===== config.mk =====
export PLATFORM = sky130hd
export DESIGN_NAME = cgr_regs
export DESIGN_NICKNAME = d
export VERILOG_FILES = /design/src/cgr_dac_gain_map.v /design/src/cgr_regs.v /design/src/cgr_sidetone_map.v
export VERILOG_INCLUDE_DIRS = /design/src
export SDC_FILE = /design/constraint.sdc
export NUM_CORES = 1
export LEC_CHECK = 0
export BUFFER_PORTS_ARGS = -buffer_cell sky130_fd_sc_hd__buf_2
export CAP_MARGIN = 20
export CORE_MARGIN = 2
export CORE_UTILIZATION = 45
export CTS_BUF_LIST = sky130_fd_sc_hd__clkbuf_4
export DETAILED_ROUTE_END_ITERATION = 8
export HOLD_SLACK_MARGIN = 0.15
export PLACE_DENSITY = 0.69
export SLEW_MARGIN = 20
export SYNTH_ARGS = -nofsm -noshare
export SYNTH_HDL_FRONTEND = slang
export SYNTH_SLANG_ARGS = --single-unit

===== constraint.sdc =====
create_clock -name ref_clk -period 2.47 [get_ports ref_clk]
set_clock_uncertainty 0.2 [all_clocks]
set_input_delay 0.1235 -clock ref_clk [delete_from_list [all_inputs] [get_ports ref_clk]]
set_output_delay 0.1235 -clock ref_clk [all_outputs]
set_load 0.1 [all_outputs]

===== src/cgr_defs.vh =====
// Purpose: constants for the codec gain and routing register bank
// Assumes: included by bare name from each design file
// Notes: definitions only
`ifndef CGR_DEFS_VH
`define CGR_DEFS_VH

// ----------------------------------------
// host port layout
// ----------------------------------------
`define CGR_ADDR_W 5
`define CGR_NUM_MSB 2
`define CGR_SUB_MSB 4
`define CGR_SUB_LSB 3
`define CGR_REG_GAIN 3'h5
`define CGR_REG_ROUTE 3'h6

// ----------------------------------------
// selector codes in data bits 7:6 of register 5
// ----------------------------------------
`define CGR_SEL_MSB 7
`define CGR_SEL_LSB 6
`define CGR_SEL_ADC 2'h0
`define CGR_SEL_DAC 2'h1
`define CGR_SEL_SIDE 2'h2
`define CGR_SEL_SPK 2'h3

// ----------------------------------------
// register 6 selector bit and reserved bit
// ----------------------------------------
`define CGR_XP_SEL_BIT 7
`define CGR_XP_RSVD_BIT 6

// ----------------------------------------
// field positions
// ----------------------------------------
`define CGR_GAIN6_MSB 5
`define CGR_AST_GAIN_MSB 5
`define CGR_AST_GAIN_LSB 3
`define CGR_DST_GAIN_MSB 2
`define CGR_SPK_GAIN_MSB 5
`define CGR_SPK_GAIN_LSB 4
`define CGR_SPK_RSVD_MSB 3
`define CGR_IN_HDS_LOOP 6
`define CGR_IN_HNS_LOOP 5
`define CGR_IN_CID 4
`define CGR_IN_LINE 3
`define CGR_IN_MIC 2
`define CGR_IN_HNS 1
`define CGR_IN_HDS 0
`define CGR_OUT_ST_HDS 5
`define CGR_OUT_ST_HNS 4
`define CGR_OUT_SPK 3
`define CGR_OUT_LINE 2
`define CGR_OUT_HNS 1
`define CGR_OUT_HDS 0

// ----------------------------------------
// reset values
// ----------------------------------------
`define CGR_RST_GAIN6 6'h00
`define CGR_RST_ST3 3'h0
`define CGR_RST_SPK_GAIN 2'h0
`define CGR_RST_SPK_RSVD 4'h0
`define CGR_RST_XP_IN 7'h00
`define CGR_RST_XP_OUT 6'h00

// ----------------------------------------
// gain maps, DAC attenuation in half-dB units, sidetone in dB
// ----------------------------------------
`define CGR_DAC_LINEAR_MAX 6'h1b
`define CGR_DAC_CODE_42 6'h1c
`define CGR_DAC_CODE_48 6'h1d
`define CGR_DAC_CODE_54 6'h1e
`define CGR_DAC_CODE_MUTE 6'h1f
`define CGR_DAC_STEP_HDB 7'h03
`define CGR_DAC_ATT_42 7'h54
`define CGR_DAC_ATT_48 7'h60
`define CGR_DAC_ATT_54 7'h6c
`define CGR_ST_CODE_MUTE 3'h7
`define CGR_ST_BASE_DB 5'h09
`define CGR_ST_STEP_DB 5'h03

`endif


===== src/cgr_dac_gain_map.v =====
// Purpose: turn the DAC gain code into attenuation and mute
// Assumes: code is a stable register value
// Notes: outputs are registered, one cycle behind the code
`timescale 1ns/1ps
`include "cgr_defs.vh"

module cgr_dac_gain_map (
    input wire ref_clk, // clock
    input wire rst_b, // async reset, active low
    input wire [5:0] gainCode, // dac gain code
    output reg [6:0] attHalfDb, // attenuation in 0.5 dB units
    output reg muted // stage silenced
);

// ----------------------------------------
// decode
// ----------------------------------------
function [6:0] dacAtt;
    input [5:0] code;
    reg [7:0] prod;
    begin
        prod = {2'h0, code} * {1'b0, `CGR_DAC_STEP_HDB};
        if (code <= `CGR_DAC_LINEAR_MAX) begin
            dacAtt = prod[6:0];
        end else if (code == `CGR_DAC_CODE_42) begin
            dacAtt = `CGR_DAC_ATT_42;
        end else if (code == `CGR_DAC_CODE_48) begin
            dacAtt = `CGR_DAC_ATT_48;
        end else if (code == `CGR_DAC_CODE_54) begin
            dacAtt = `CGR_DAC_ATT_54;
        end else begin
            dacAtt = 7'h00; // mute and unused codes carry no finite figure
        end
    end
endfunction

always @(posedge ref_clk or negedge rst_b) begin
    if (!rst_b) begin
        attHalfDb <= 7'h00;
        muted <= 1'b0;
    end else begin
        attHalfDb <= dacAtt(gainCode);
        // codes above mute are unused; treated as mute so no stray gain escapes
        muted <= (gainCode >= `CGR_DAC_CODE_MUTE);
    end
end

endmodule // cgr_dac_gain_map


===== src/cgr_regs.v =====
// Purpose: host-programmed gain and crosspoint register bank of the codec
// Assumes: host port strobes are one cycle long and synchronous to ref_clk
// Notes: register 5 and 6 hold several sub-registers told apart by data bits
`timescale 1ns/1ps
`include "cgr_defs.vh"

// Contract
// - register 5 write with top bits 01 loads DAC gain; 1.5 dB steps to -40.5.
// - DAC codes 28, 29, 30 give -42, -48 and -54 dB.
// - DAC gain code 31 mutes the DAC gain stage.
// - top bits 10 load analog sidetone gain bits 5:3, -9 dB down 3 dB steps.
// - analog sidetone code 7 mutes and disconnects the analog sidetone.
// - same write loads digital sidetone bits 2:0, -9 to -27 dB, 7 mutes.
// - speaker sub-register bits 3:0 reserved, reset 0000.
// - register 6 with bit 7 clear writes the seven input routing selects.
// - bit 6 loops headset input to headset output, reset 0.
// - bit 5 loops handset input to handset output, reset 0.
// - bit 4 routes caller-ID input to the ADC, reset 0.
// - bit 3 routes line input to the ADC, reset 0.
// - bit 2 routes microphone input to the ADC, reset 0.
// - bit 1 routes handset input to the ADC, reset 0.
// - bit 0 routes headset input to the ADC, reset 0.
// - register 6 with bit 7 set writes output selects; bit 6 read-only.
// - top bits 00 load the ADC gain code, touching no other sub-register.
// - output bits 5 and 4 send analog sidetone to headset, handset outputs.
// - output bits 3 to 0 send DAC to speaker, line, handset, headset.
module cgr_regs (
    input wire ref_clk, // 25 MHz clock
    input wire rst_b, // async reset, active low
    input wire [`CGR_ADDR_W-1:0] hostAddr, // 2:0 register number, 4:3 read sub-select
    input wire [7:0] hostWrData, // write data with selector bits
    input wire hostWrStb, // write strobe, one cycle
    input wire hostRdStb, // read strobe, one cycle
    output reg [7:0] hostRdData, // read data, valid the cycle after the strobe
    output reg hostRdErr, // read strobed in the previous cycle hit no register
    output reg [5:0] adcGainCode, // adc gain code
    output reg [5:0] dacGainCode, // dac gain code
    output reg [2:0] analogSidetoneGain, // analog sidetone gain code
    output reg [2:0] digitalSidetoneGain, // digital sidetone gain code
    output reg [1:0] speakerGain, // speaker gain, dB
    output reg headsetLoopThrough, // headset in to headset out
    output reg handsetLoopThrough, // handset in to handset out
    output reg callerIdToAdc, // caller-ID input to adc
    output reg lineInToAdc, // line input to adc
    output reg microphoneToAdc, // microphone input to adc
    output reg handsetInToAdc, // handset input to adc
    output reg headsetInToAdc, // headset input to adc
    output reg sidetoneToHeadsetOut, // analog sidetone to headset out
    output reg sidetoneToHandsetOut, // analog sidetone to handset out
    output reg dacToLoudspeaker, // dac to speaker driver
    output reg dacToLineDriver, // dac to line driver
    output reg dacToHandsetDriver, // dac to handset driver
    output reg dacToHeadsetDriver, // dac to headset driver
    output wire [6:0] dacAttHalfDb, // dac attenuation, 0.5 dB units
    output wire dacMuted, // dac gain stage silenced
    output wire [4:0] analogSidetoneAttDb, // analog sidetone attenuation, dB
    output wire analogSidetoneMuted, // analog sidetone disconnected
    output wire [4:0] digitalSidetoneAttDb, // digital sidetone attenuation, dB
    output wire digitalSidetoneMuted // digital sidetone silenced
);

// ----------------------------------------
// decode helpers
// ----------------------------------------
function [1:0] subSel;
    input [7:0] data;
    begin
        subSel = data[`CGR_SEL_MSB:`CGR_SEL_LSB];
    end
endfunction

function isReg;
    input [`CGR_NUM_MSB:0] num;
    input [`CGR_NUM_MSB:0] want;
    begin
        isReg = (num == want);
    end
endfunction

// ----------------------------------------
// write decode
// ----------------------------------------
wire [`CGR_NUM_MSB:0] regNum;
wire [1:0] rdSub;
wire wrGain;
wire wrRoute;
wire wrAdc;
wire wrDac;
wire wrSide;
wire wrSpk;
wire wrXpIn;
wire wrXpOut;

assign regNum = hostAddr[`CGR_NUM_MSB:0];
assign rdSub = hostAddr[`CGR_SUB_MSB:`CGR_SUB_LSB];
assign wrGain = hostWrStb && isReg(regNum, `CGR_REG_GAIN);
assign wrRoute = hostWrStb && isReg(regNum, `CGR_REG_ROUTE);
// each strobe to register 5 or 6 reaches exactly one sub-register; the others hold
assign wrAdc = wrGain && (subSel(hostWrData) == `CGR_SEL_ADC);
assign wrDac = wrGain && (subSel(hostWrData) == `CGR_SEL_DAC);
assign wrSide = wrGain && (subSel(hostWrData) == `CGR_SEL_SIDE);
assign wrSpk = wrGain && (subSel(hostWrData) == `CGR_SEL_SPK);
assign wrXpIn = wrRoute && !hostWrData[`CGR_XP_SEL_BIT];
assign wrXpOut = wrRoute && hostWrData[`CGR_XP_SEL_BIT];

// ----------------------------------------
// register 5 sub-registers
// ----------------------------------------
reg [3:0] spkReservedQ;

always @(posedge ref_clk or negedge rst_b) begin
    if (!rst_b) begin
        adcGainCode <= `CGR_RST_GAIN6;
    end else if (wrAdc) begin
        adcGainCode <= hostWrData[`CGR_GAIN6_MSB:0];
    end
end

always @(posedge ref_clk or negedge rst_b) begin
    if (!rst_b) begin
        dacGainCode <= `CGR_RST_GAIN6;
    end else if (wrDac) begin
        dacGainCode <= hostWrData[`CGR_GAIN6_MSB:0];
    end
end

always @(posedge ref_clk or negedge rst_b) begin
    if (!rst_b) begin
        analogSidetoneGain <= `CGR_RST_ST3;
        digitalSidetoneGain <= `CGR_RST_ST3;
    end else if (wrSide) begin
        analogSidetoneGain <= hostWrData[`CGR_AST_GAIN_MSB:`CGR_AST_GAIN_LSB];
        digitalSidetoneGain <= hostWrData[`CGR_DST_GAIN_MSB:0];
    end
end

always @(posedge ref_clk or negedge rst_b) begin
    if (!rst_b) begin
        speakerGain <= `CGR_RST_SPK_GAIN;
        spkReservedQ <= `CGR_RST_SPK_RSVD;
    end else if (wrSpk) begin
        speakerGain <= hostWrData[`CGR_SPK_GAIN_MSB:`CGR_SPK_GAIN_LSB];
        // reserved bits kept as written so software reads back what it wrote
        spkReservedQ <= hostWrData[`CGR_SPK_RSVD_MSB:0];
    end
end

// ----------------------------------------
// register 6 input crosspoint
// ----------------------------------------
always @(posedge ref_clk or negedge rst_b) begin
    if (!rst_b) begin
        headsetLoopThrough <= 1'b0;
        handsetLoopThrough <= 1'b0;
        callerIdToAdc <= 1'b0;
        lineInToAdc <= 1'b0;
        microphoneToAdc <= 1'b0;
        handsetInToAdc <= 1'b0;
        headsetInToAdc <= 1'b0;
    end else if (wrXpIn) begin
        headsetLoopThrough <= hostWrData[`CGR_IN_HDS_LOOP];
        handsetLoopThrough <= hostWrData[`CGR_IN_HNS_LOOP];
        callerIdToAdc <= hostWrData[`CGR_IN_CID];
        lineInToAdc <= hostWrData[`CGR_IN_LINE];
        microphoneToAdc <= hostWrData[`CGR_IN_MIC];
        handsetInToAdc <= hostWrData[`CGR_IN_HNS];
        headsetInToAdc <= hostWrData[`CGR_IN_HDS];
    end
end

// ----------------------------------------
// register 6 output crosspoint
// ----------------------------------------
always @(posedge ref_clk or negedge rst_b) begin
    if (!rst_b) begin
        sidetoneToHeadsetOut <= 1'b0;
        sidetoneToHandsetOut <= 1'b0;
        dacToLoudspeaker <= 1'b0;
        dacToLineDriver <= 1'b0;
        dacToHandsetDriver <= 1'b0;
        dacToHeadsetDriver <= 1'b0;
    end else if (wrXpOut) begin
        // bit 6 is read-only and simply not stored
        sidetoneToHeadsetOut <= hostWrData[`CGR_OUT_ST_HDS];
        sidetoneToHandsetOut <= hostWrData[`CGR_OUT_ST_HNS];
        dacToLoudspeaker <= hostWrData[`CGR_OUT_SPK];
        dacToLineDriver <= hostWrData[`CGR_OUT_LINE];
        dacToHandsetDriver <= hostWrData[`CGR_OUT_HNS];
        dacToHeadsetDriver <= hostWrData[`CGR_OUT_HDS];
    end
end

// ----------------------------------------
// read path
// ----------------------------------------
// a shared number cannot tell sub-registers apart by address alone, so the
// read uses address bits 4:3 as selector, bit 3 alone for register 6; data comes back with its selector
reg [7:0] rdMuxD;
reg rdErrD;

always @* begin
    rdMuxD = 8'h00;
    rdErrD = 1'b0;
    if (isReg(regNum, `CGR_REG_GAIN)) begin
        case (rdSub)
            `CGR_SEL_ADC: rdMuxD = {`CGR_SEL_ADC, adcGainCode};
            `CGR_SEL_DAC: rdMuxD = {`CGR_SEL_DAC, dacGainCode};
            `CGR_SEL_SIDE: rdMuxD = {`CGR_SEL_SIDE, analogSidetoneGain, digitalSidetoneGain};
            `CGR_SEL_SPK: rdMuxD = {`CGR_SEL_SPK, speakerGain, spkReservedQ};
            default: rdMuxD = 8'h00;
        endcase
    end else if (isReg(regNum, `CGR_REG_ROUTE)) begin
        if (!rdSub[0]) begin
            rdMuxD = {1'b0, headsetLoopThrough, handsetLoopThrough, callerIdToAdc,
                      lineInToAdc, microphoneToAdc, handsetInToAdc, headsetInToAdc};
        end else begin
            // reserved bit 6 reads as zero
            rdMuxD = {1'b1, 1'b0, sidetoneToHeadsetOut, sidetoneToHandsetOut,
                      dacToLoudspeaker, dacToLineDriver, dacToHandsetDriver,
                      dacToHeadsetDriver};
        end
    end else begin
        rdErrD = 1'b1;
    end
end

// data stands only in the cycle after the strobe, zero otherwise
always @(posedge ref_clk or negedge rst_b) begin
    if (!rst_b) begin
        hostRdData <= 8'h00;
        hostRdErr <= 1'b0;
    end else if (hostRdStb) begin
        hostRdData <= rdMuxD;
        hostRdErr <= rdErrD;
    end else begin
        hostRdData <= 8'h00;
        hostRdErr <= 1'b0;
    end
end

// ----------------------------------------
// gain maps
// ----------------------------------------
cgr_dac_gain_map uDacMap (
    .ref_clk(ref_clk),
    .rst_b(rst_b),
    .gainCode(dacGainCode),
    .attHalfDb(dacAttHalfDb),
    .muted(dacMuted)
);

cgr_sidetone_map uAnalogSt (
    .ref_clk(ref_clk),
    .rst_b(rst_b),
    .gainCode(analogSidetoneGain),
    .attDb(analogSidetoneAttDb),
    .muted(analogSidetoneMuted)
);

cgr_sidetone_map uDigitalSt (
    .ref_clk(ref_clk),
    .rst_b(rst_b),
    .gainCode(digitalSidetoneGain),
    .attDb(digitalSidetoneAttDb),
    .muted(digitalSidetoneMuted)
);

endmodule // cgr_regs


===== src/cgr_sidetone_map.v =====
// Purpose: turn a 3-bit sidetone gain code into attenuation and mute
// Assumes: code is a stable register value
// Notes: used for both analog and digital sidetone; registered outputs
`timescale 1ns/1ps
`include "cgr_defs.vh"

module cgr_sidetone_map (
    input wire ref_clk, // clock
    input wire rst_b, // async reset, active low
    input wire [2:0] gainCode, // sidetone gain code
    output reg [4:0] attDb, // attenuation in dB
    output reg muted // sidetone disconnected
);

wire [4:0] stepDb;

// code 0 is 9 dB, each step adds 3 dB, code 6 reaches 27 dB
assign stepDb = {2'h0, gainCode} * `CGR_ST_STEP_DB;

always @(posedge ref_clk or negedge rst_b) begin
    if (!rst_b) begin
        attDb <= `CGR_ST_BASE_DB;
        muted <= 1'b0;
    end else begin
        muted <= (gainCode == `CGR_ST_CODE_MUTE);
        if (gainCode == `CGR_ST_CODE_MUTE) begin
            attDb <= 5'h00;
        end else begin
            attDb <= `CGR_ST_BASE_DB + stepDb;
        end
    end
end

endmodule // cgr_sidetone_map


# After elaboration in Yosys (flattened, before gate mapping)
# Cells that the tools add are included.
# W data, S select, Z words.
dict set report word_totals {
  regBits 66
  wordCells 72
}
dict set report op_classes {
  multipliers 3
  n_reduce_logical 11
  order_cmp 2
  mux 14
  n_addsub 2
  n_eq_ne 13
}
# cell count
set ops {}
lappend ops {{$mux W8} 4}
lappend ops {{$pmux W8 S4} 1}
lappend ops {{$mux W7} 4}
lappend ops {{$eq A6 B5 Y1 const B} 3}
lappend ops {{$eq A3 B3 Y1 const B} 4}
lappend ops {{$add A4 B5 Y5 const A} 2}
lappend ops {{$mul A3 B2 Y5 const B} 2}
lappend ops {{$mux W5} 2}
lappend ops {{$eq A2 B2 Y1 const B} 4}
lappend ops {{$logic_and A1 B1 Y1} 8}
lappend ops {{$mul A6 B2 Y7 const B} 1}
lappend ops {{$ge A6 B5 Y1 const B} 1}
lappend ops {{$le A6 B5 Y1 const B} 1}
lappend ops {{$eq A2 B1 Y1 const B} 2}
lappend ops {{$logic_not A2 Y1} 2}
lappend ops {{$mux W1} 3}
lappend ops {{$logic_not A1 Y1} 1}

# Depth between registers and ports, before layout
dict set report logic_depth {
  word_depth 5
  mapped_depth 8
  depth_no_buf 8
}

# Cells and area by module
# A second synthesis with hierarchy kept.
dict set report unflattened {
  hier_cells 246
  hier_area_um2 3313.2
}
# mod cells_each seq_area_each_um2 n_inst area_each_um2
set modules_own_cells {}
lappend modules_own_cells {cgr_regs 130 1151.1 1 2005.7}
lappend modules_own_cells {cgr_sidetone_map 27 152.6 2 341.6}
lappend modules_own_cells {cgr_dac_gain_map 62 200.2 1 624.3}

# Worst setup path after synthesis
# OpenSTA, ideal clock, no wires.
dict set report synth_timing {
  kind {reg2reg}
  startpoint {reg dacGainCode[1]}
  endpoint {reg uDacMap.attHalfDb[6]}
  arrival_ns 2.300
  period_less_slack_ns 2.586
  setup_time_ns 0.086
  path_stages_with_launch 6
  slack_ns -0.116
  n_path_buf 0
  path_cell_list {dfrtp_1 > ha_1 > a211o_1 > a31oi_1 > mux2_2 > nor3_1}
}
dict set report synth_via {
  elab_chain_cells 5
}
# item line_no
set synth_lines {}
lappend synth_lines {{start, declared} cgr_regs.v:37} ;# output reg [5:0] dacGainCode,
lappend synth_lines {{start signal, assigned} cgr_regs.v:121} ;# dacGainCode <= `CGR_RST_GAIN6;
lappend synth_lines {{start signal, assigned} cgr_regs.v:123} ;# dacGainCode <= hostWrData[`CGR_GAIN6_MSB:0];
lappend synth_lines {{branches (longest 4 deep; another with $mul A6 B2 Y7)} -}
lappend synth_lines {{$mux W7 *} cgr_dac_gain_map.v:23} ;# if (code <= `CGR_DAC_LINEAR_MAX) begin
lappend synth_lines {{end signal, assigned} cgr_dac_gain_map.v:42} ;# attHalfDb <= dacAtt(gainCode);
lappend synth_lines {{end, declared} cgr_dac_gain_map.v:11} ;# output reg [6:0] attHalfDb,
# Every way passes the cells marked *.
# A chain may end at the register's enable or synchronous reset.

# Worst setup path in the final report
dict set report layout_timing {
  startpoint {in hostAddr[0]}
  endpoint {reg hostRdErr}
}
dict set report layout_via {
  elab_chain_cells 4
}
# item line_no
set layout_lines {}
lappend layout_lines {{start, declared} cgr_regs.v:30} ;# input wire [`CGR_ADDR_W-1:0] hostAddr,
lappend layout_lines {{$eq A3 B3 Y1} cgr_regs.v:76} ;# isReg = (num == want);
lappend layout_lines {{$mux W1} cgr_regs.v:212} ;# end else if (isReg(regNum, `CGR_REG_ROUTE)) begin
lappend layout_lines {{$mux W1 *} cgr_regs.v:204} ;# if (isReg(regNum, `CGR_REG_GAIN)) begin
lappend layout_lines {{$mux W1 *} cgr_regs.v:232} ;# end else if (hostRdStb) begin
lappend layout_lines {{end signal, assigned} cgr_regs.v:234} ;# hostRdErr <= rdErrD;
lappend layout_lines {{end, declared} cgr_regs.v:35} ;# output reg hostRdErr,
# Every way passes the cells marked *; elsewhere a longest branch is shown, timed or not.

==> reports/results.txt <==
Residual DRC -> 0
Synth area leaders -> dfrtp_1 48%, mux2_2 15%, ha_1 7.7%, mux4_2 4.2%, dfstp_2 3.2%
Post-Syn Instances -> 245
area of the core -> 6910 um^2
Synth Cell Area -> 3250 um^2
synth warn -> 0
DR pass1 iterations -> 4
Slew headroom -> 35.0%
nets -> 398
post-synthesis sequential area ratio -> 51.0%
most common cell in the netlist -> dfrtp_1
number of synthesized flops with an enable pin -> 0
final hold vios -> 0
leading area contributor after synthesis -> dfrtp_1
total congestion overflow -> 0
hold path startpoint -> spkReservedQ[3]
drt first-iter violations -> 106
CTS H-tree depth -> 3
Async SR Flop Fraction -> 100%
CTS tree -> yes
min cycle time layout -> 2400 ps
clk sinks -> 66
reg2reg path depth -> 5
Root Buffer -> clkbuf_4
CP max-delay cell -> dlygate4sd3_1
DRT antenna net count -> 0
GRT Total Usage -> 19.1%
critical path capture point type -> flip-flop
io pins -> 79
Endpoint, Worst Hold -> spkReservedQ[3]
total CTS buffers -> 9
most frequent CP cell -> dlygate4sd3_1
Worst VDD drop -> 0.560 mV
Post-synth top flop -> dfrtp_1
final worst-path cycle share -> 97.0%
area of all sequential standard cells -> 1660 um^2
fin cells -> 459
clock buffer depth -> 2
worst path cell trace -> dlygate4sd3_1 -> buf_2 -> and2b_1 -> dlygate4sd3_1 -> buf_4 -> o21ai_0 -> and2_1 -> dlygate4sd3_1
clock latency at the later pin of the worst-skew pair -> 410 ps
Max Cap Viol -> 0
# rows -> 30
Max stage delay on crit path -> 570 ps
Area Overhead vs Synth -> 29.4%
Hold Path Depth -> 1
wire per inst -> 15.6 um
die width -> 89.0 um
DP Area -> 3770 um^2
initial antenna violation count -> 0
Distinct cells, synth -> 39
CP top delay family -> buffers and inverters
Synth top area share -> 47.7%
worst r2r src -> dacGainCode[1]
Post-Syn Nets -> 285
IO buf count -> 78
R2R Setup Slk -> 390 ps
Die ar. -> 7920 um^2
Reg clk slew, reported paths -> 120 ps
Vias/cell -> 5.07
vias in the first global route -> 2284
Leak -> 2.09 nW
status -> complete, no violations
GPL Wtd Cong -> 0.816
number of inserted diodes -> 0
most instantiated cells after synthesis -> 62 x dfrtp_1, 44 x mux2_2, 20 x ha_1, 18 x nor2_1, 9 x inv_1
FMAX -> 0.418 GHz
area of the multi-input gates -> 1520 um^2
Starting Density -> 47.1%
pwr/cell area -> 1200 nW/um^2
CP Data Required Time -> 2580 ps
CP Buf/Inv Count -> 5
Avg Cell Area, Syn -> 13.3 um^2
share of cells above drive strength 1 -> 46.0%
measured slew at the worst slew-check pin -> 971 ps
Hold WC Path Type -> flip-flop to flip-flop
largest net degree at the start of global routing -> 43
final setup vio count -> 0
Placed Cells -> 416
DIE HEIGHT -> 89.0 um
Yosys reg bits -> 66
TNS Setup -> 0 ps
crit path max fanout -> 9
Final Util -> 60.9%
Arr. time, crit path -> 2500 ps
first-pass GRT wire length -> 11300 um
RSZ-0062 raised after global routing -> no
Slew Viols, Final -> 0
Vias -> 2325
hpwl dp -> 4940 um
Design Area, Final -> 4210 um^2
Setup CP Type -> input pin to flip-flop
DRT Wirelength -> 7170 um
Filler Cells Inserted -> 592
crit start category -> input pin
final total power -> 0.00507 W
RR Endpoint -> uDacMap.attHalfDb[6]
metal layers:
metal / up-vias / part of all wire (%) / GRT usage [%]
met3: 8 / 5.9 / 5.08
met1: 1143 / 45 / 25.9
li1: 1104 / - / -
met5: - / 0 / 0
met4: 0 / 0.98 / 6.11
met2: 70 / 48 / 30.3
how the worst max path moves through the flow:
stage                    from              endpoint  cells past startpoint
2_1_floorplan  dacGainCode[5]  uDacMap.attHalfDb[6]                      6
3_3_place_gp   dacGainCode[1]  uDacMap.attHalfDb[6]                      5
3_5_place_dp   dacGainCode[1]  uDacMap.attHalfDb[6]                      5
4_1_cts           hostAddr[1]        dacGainCode[1]                      7
5_1_grt           hostAddr[0]             hostRdErr                      8
6_report          hostAddr[0]             hostRdErr                      8
report_power, final:
group	internal [W]	switching [W]
sequential	0.00134	0.000160
clock	0.000416	0.000417
combinational	0.000545	0.00219
cell families after synthesis:
| family | after synthesis | synth area share [%] |
|---|---|---|
| and+or+nand+nor | 51 | 9.24 |
| muxes | 53 | 20.3 |
| DFF | 66 | 51.0 |
| AOI/OAI and AO/OA | 29 | 5.85 |
| xor gates and xnor gates | 7 | 1.89 |
| buffers and inverters | 16 | 2.19 |
| adders and majority gates | 23 | 9.55 |
registers in the layout, indices dropped and copies added, names as in the netlist, 2 cells and up:
name	cells
adcGainCode	6
analogSidetoneGain	3
dacGainCode	6
digitalSidetoneGain	3
hostRdData	8
speakerGain	2
spkReservedQ	4
uAnalogSt.attDb	5
uDacMap.attHalfDb	7
uDigitalSt.attDb	5
final cells by class:
type | count | area share (%)
Sequential cell | 66 | 39.5
Multi-Input combinational cell | 163 | 36.2
Timing Repair Buffer | 109 | 16.6
Tap cell | 96 | 2.86
Clock inverter | 7 | 2.41
Clock buffer | 9 | 1.61
Inverter | 9 | 0.803
metrics by stage:
| step | hold WS (ps) | setup WS, ps |
|---|---|---|
| final | 321 | 74.9 |
| after global routing | 336 | 25.3 |
| after CTS | 320 | 75.1 |
| after detailed placement | -37.8 | 430 |
| after global placement | -40.2 | 419 |
| after floorplan | -372 | 13.3 |
layout by cell type, fill, tap and decap left out, types with 4 or more instances in the layout:
master         count
a21oi_1            6
a22oi_1            7
and2_1             6
buf_2             78
buf_4              5
clkbuf_4           9
dfrtp_1           57
dfrtp_2            5
dfstp_2            4
dlygate4sd3_1     25
ha_1              20
inv_1              9
mux2_2            44
mux4_2             6
nand2_1            6
nor2_1            18
o21ai_0            7
xor2_1             6
timing repair:
action / CTS / global route
endpoints found under the setup margin: 0 / 6
resized for setup: 0 / 0
hold buffers: 25 / 0
buffers inserted: 0 / 2
hold endpoints to repair: 110 / 0
(Power assumes the default switching activity.)
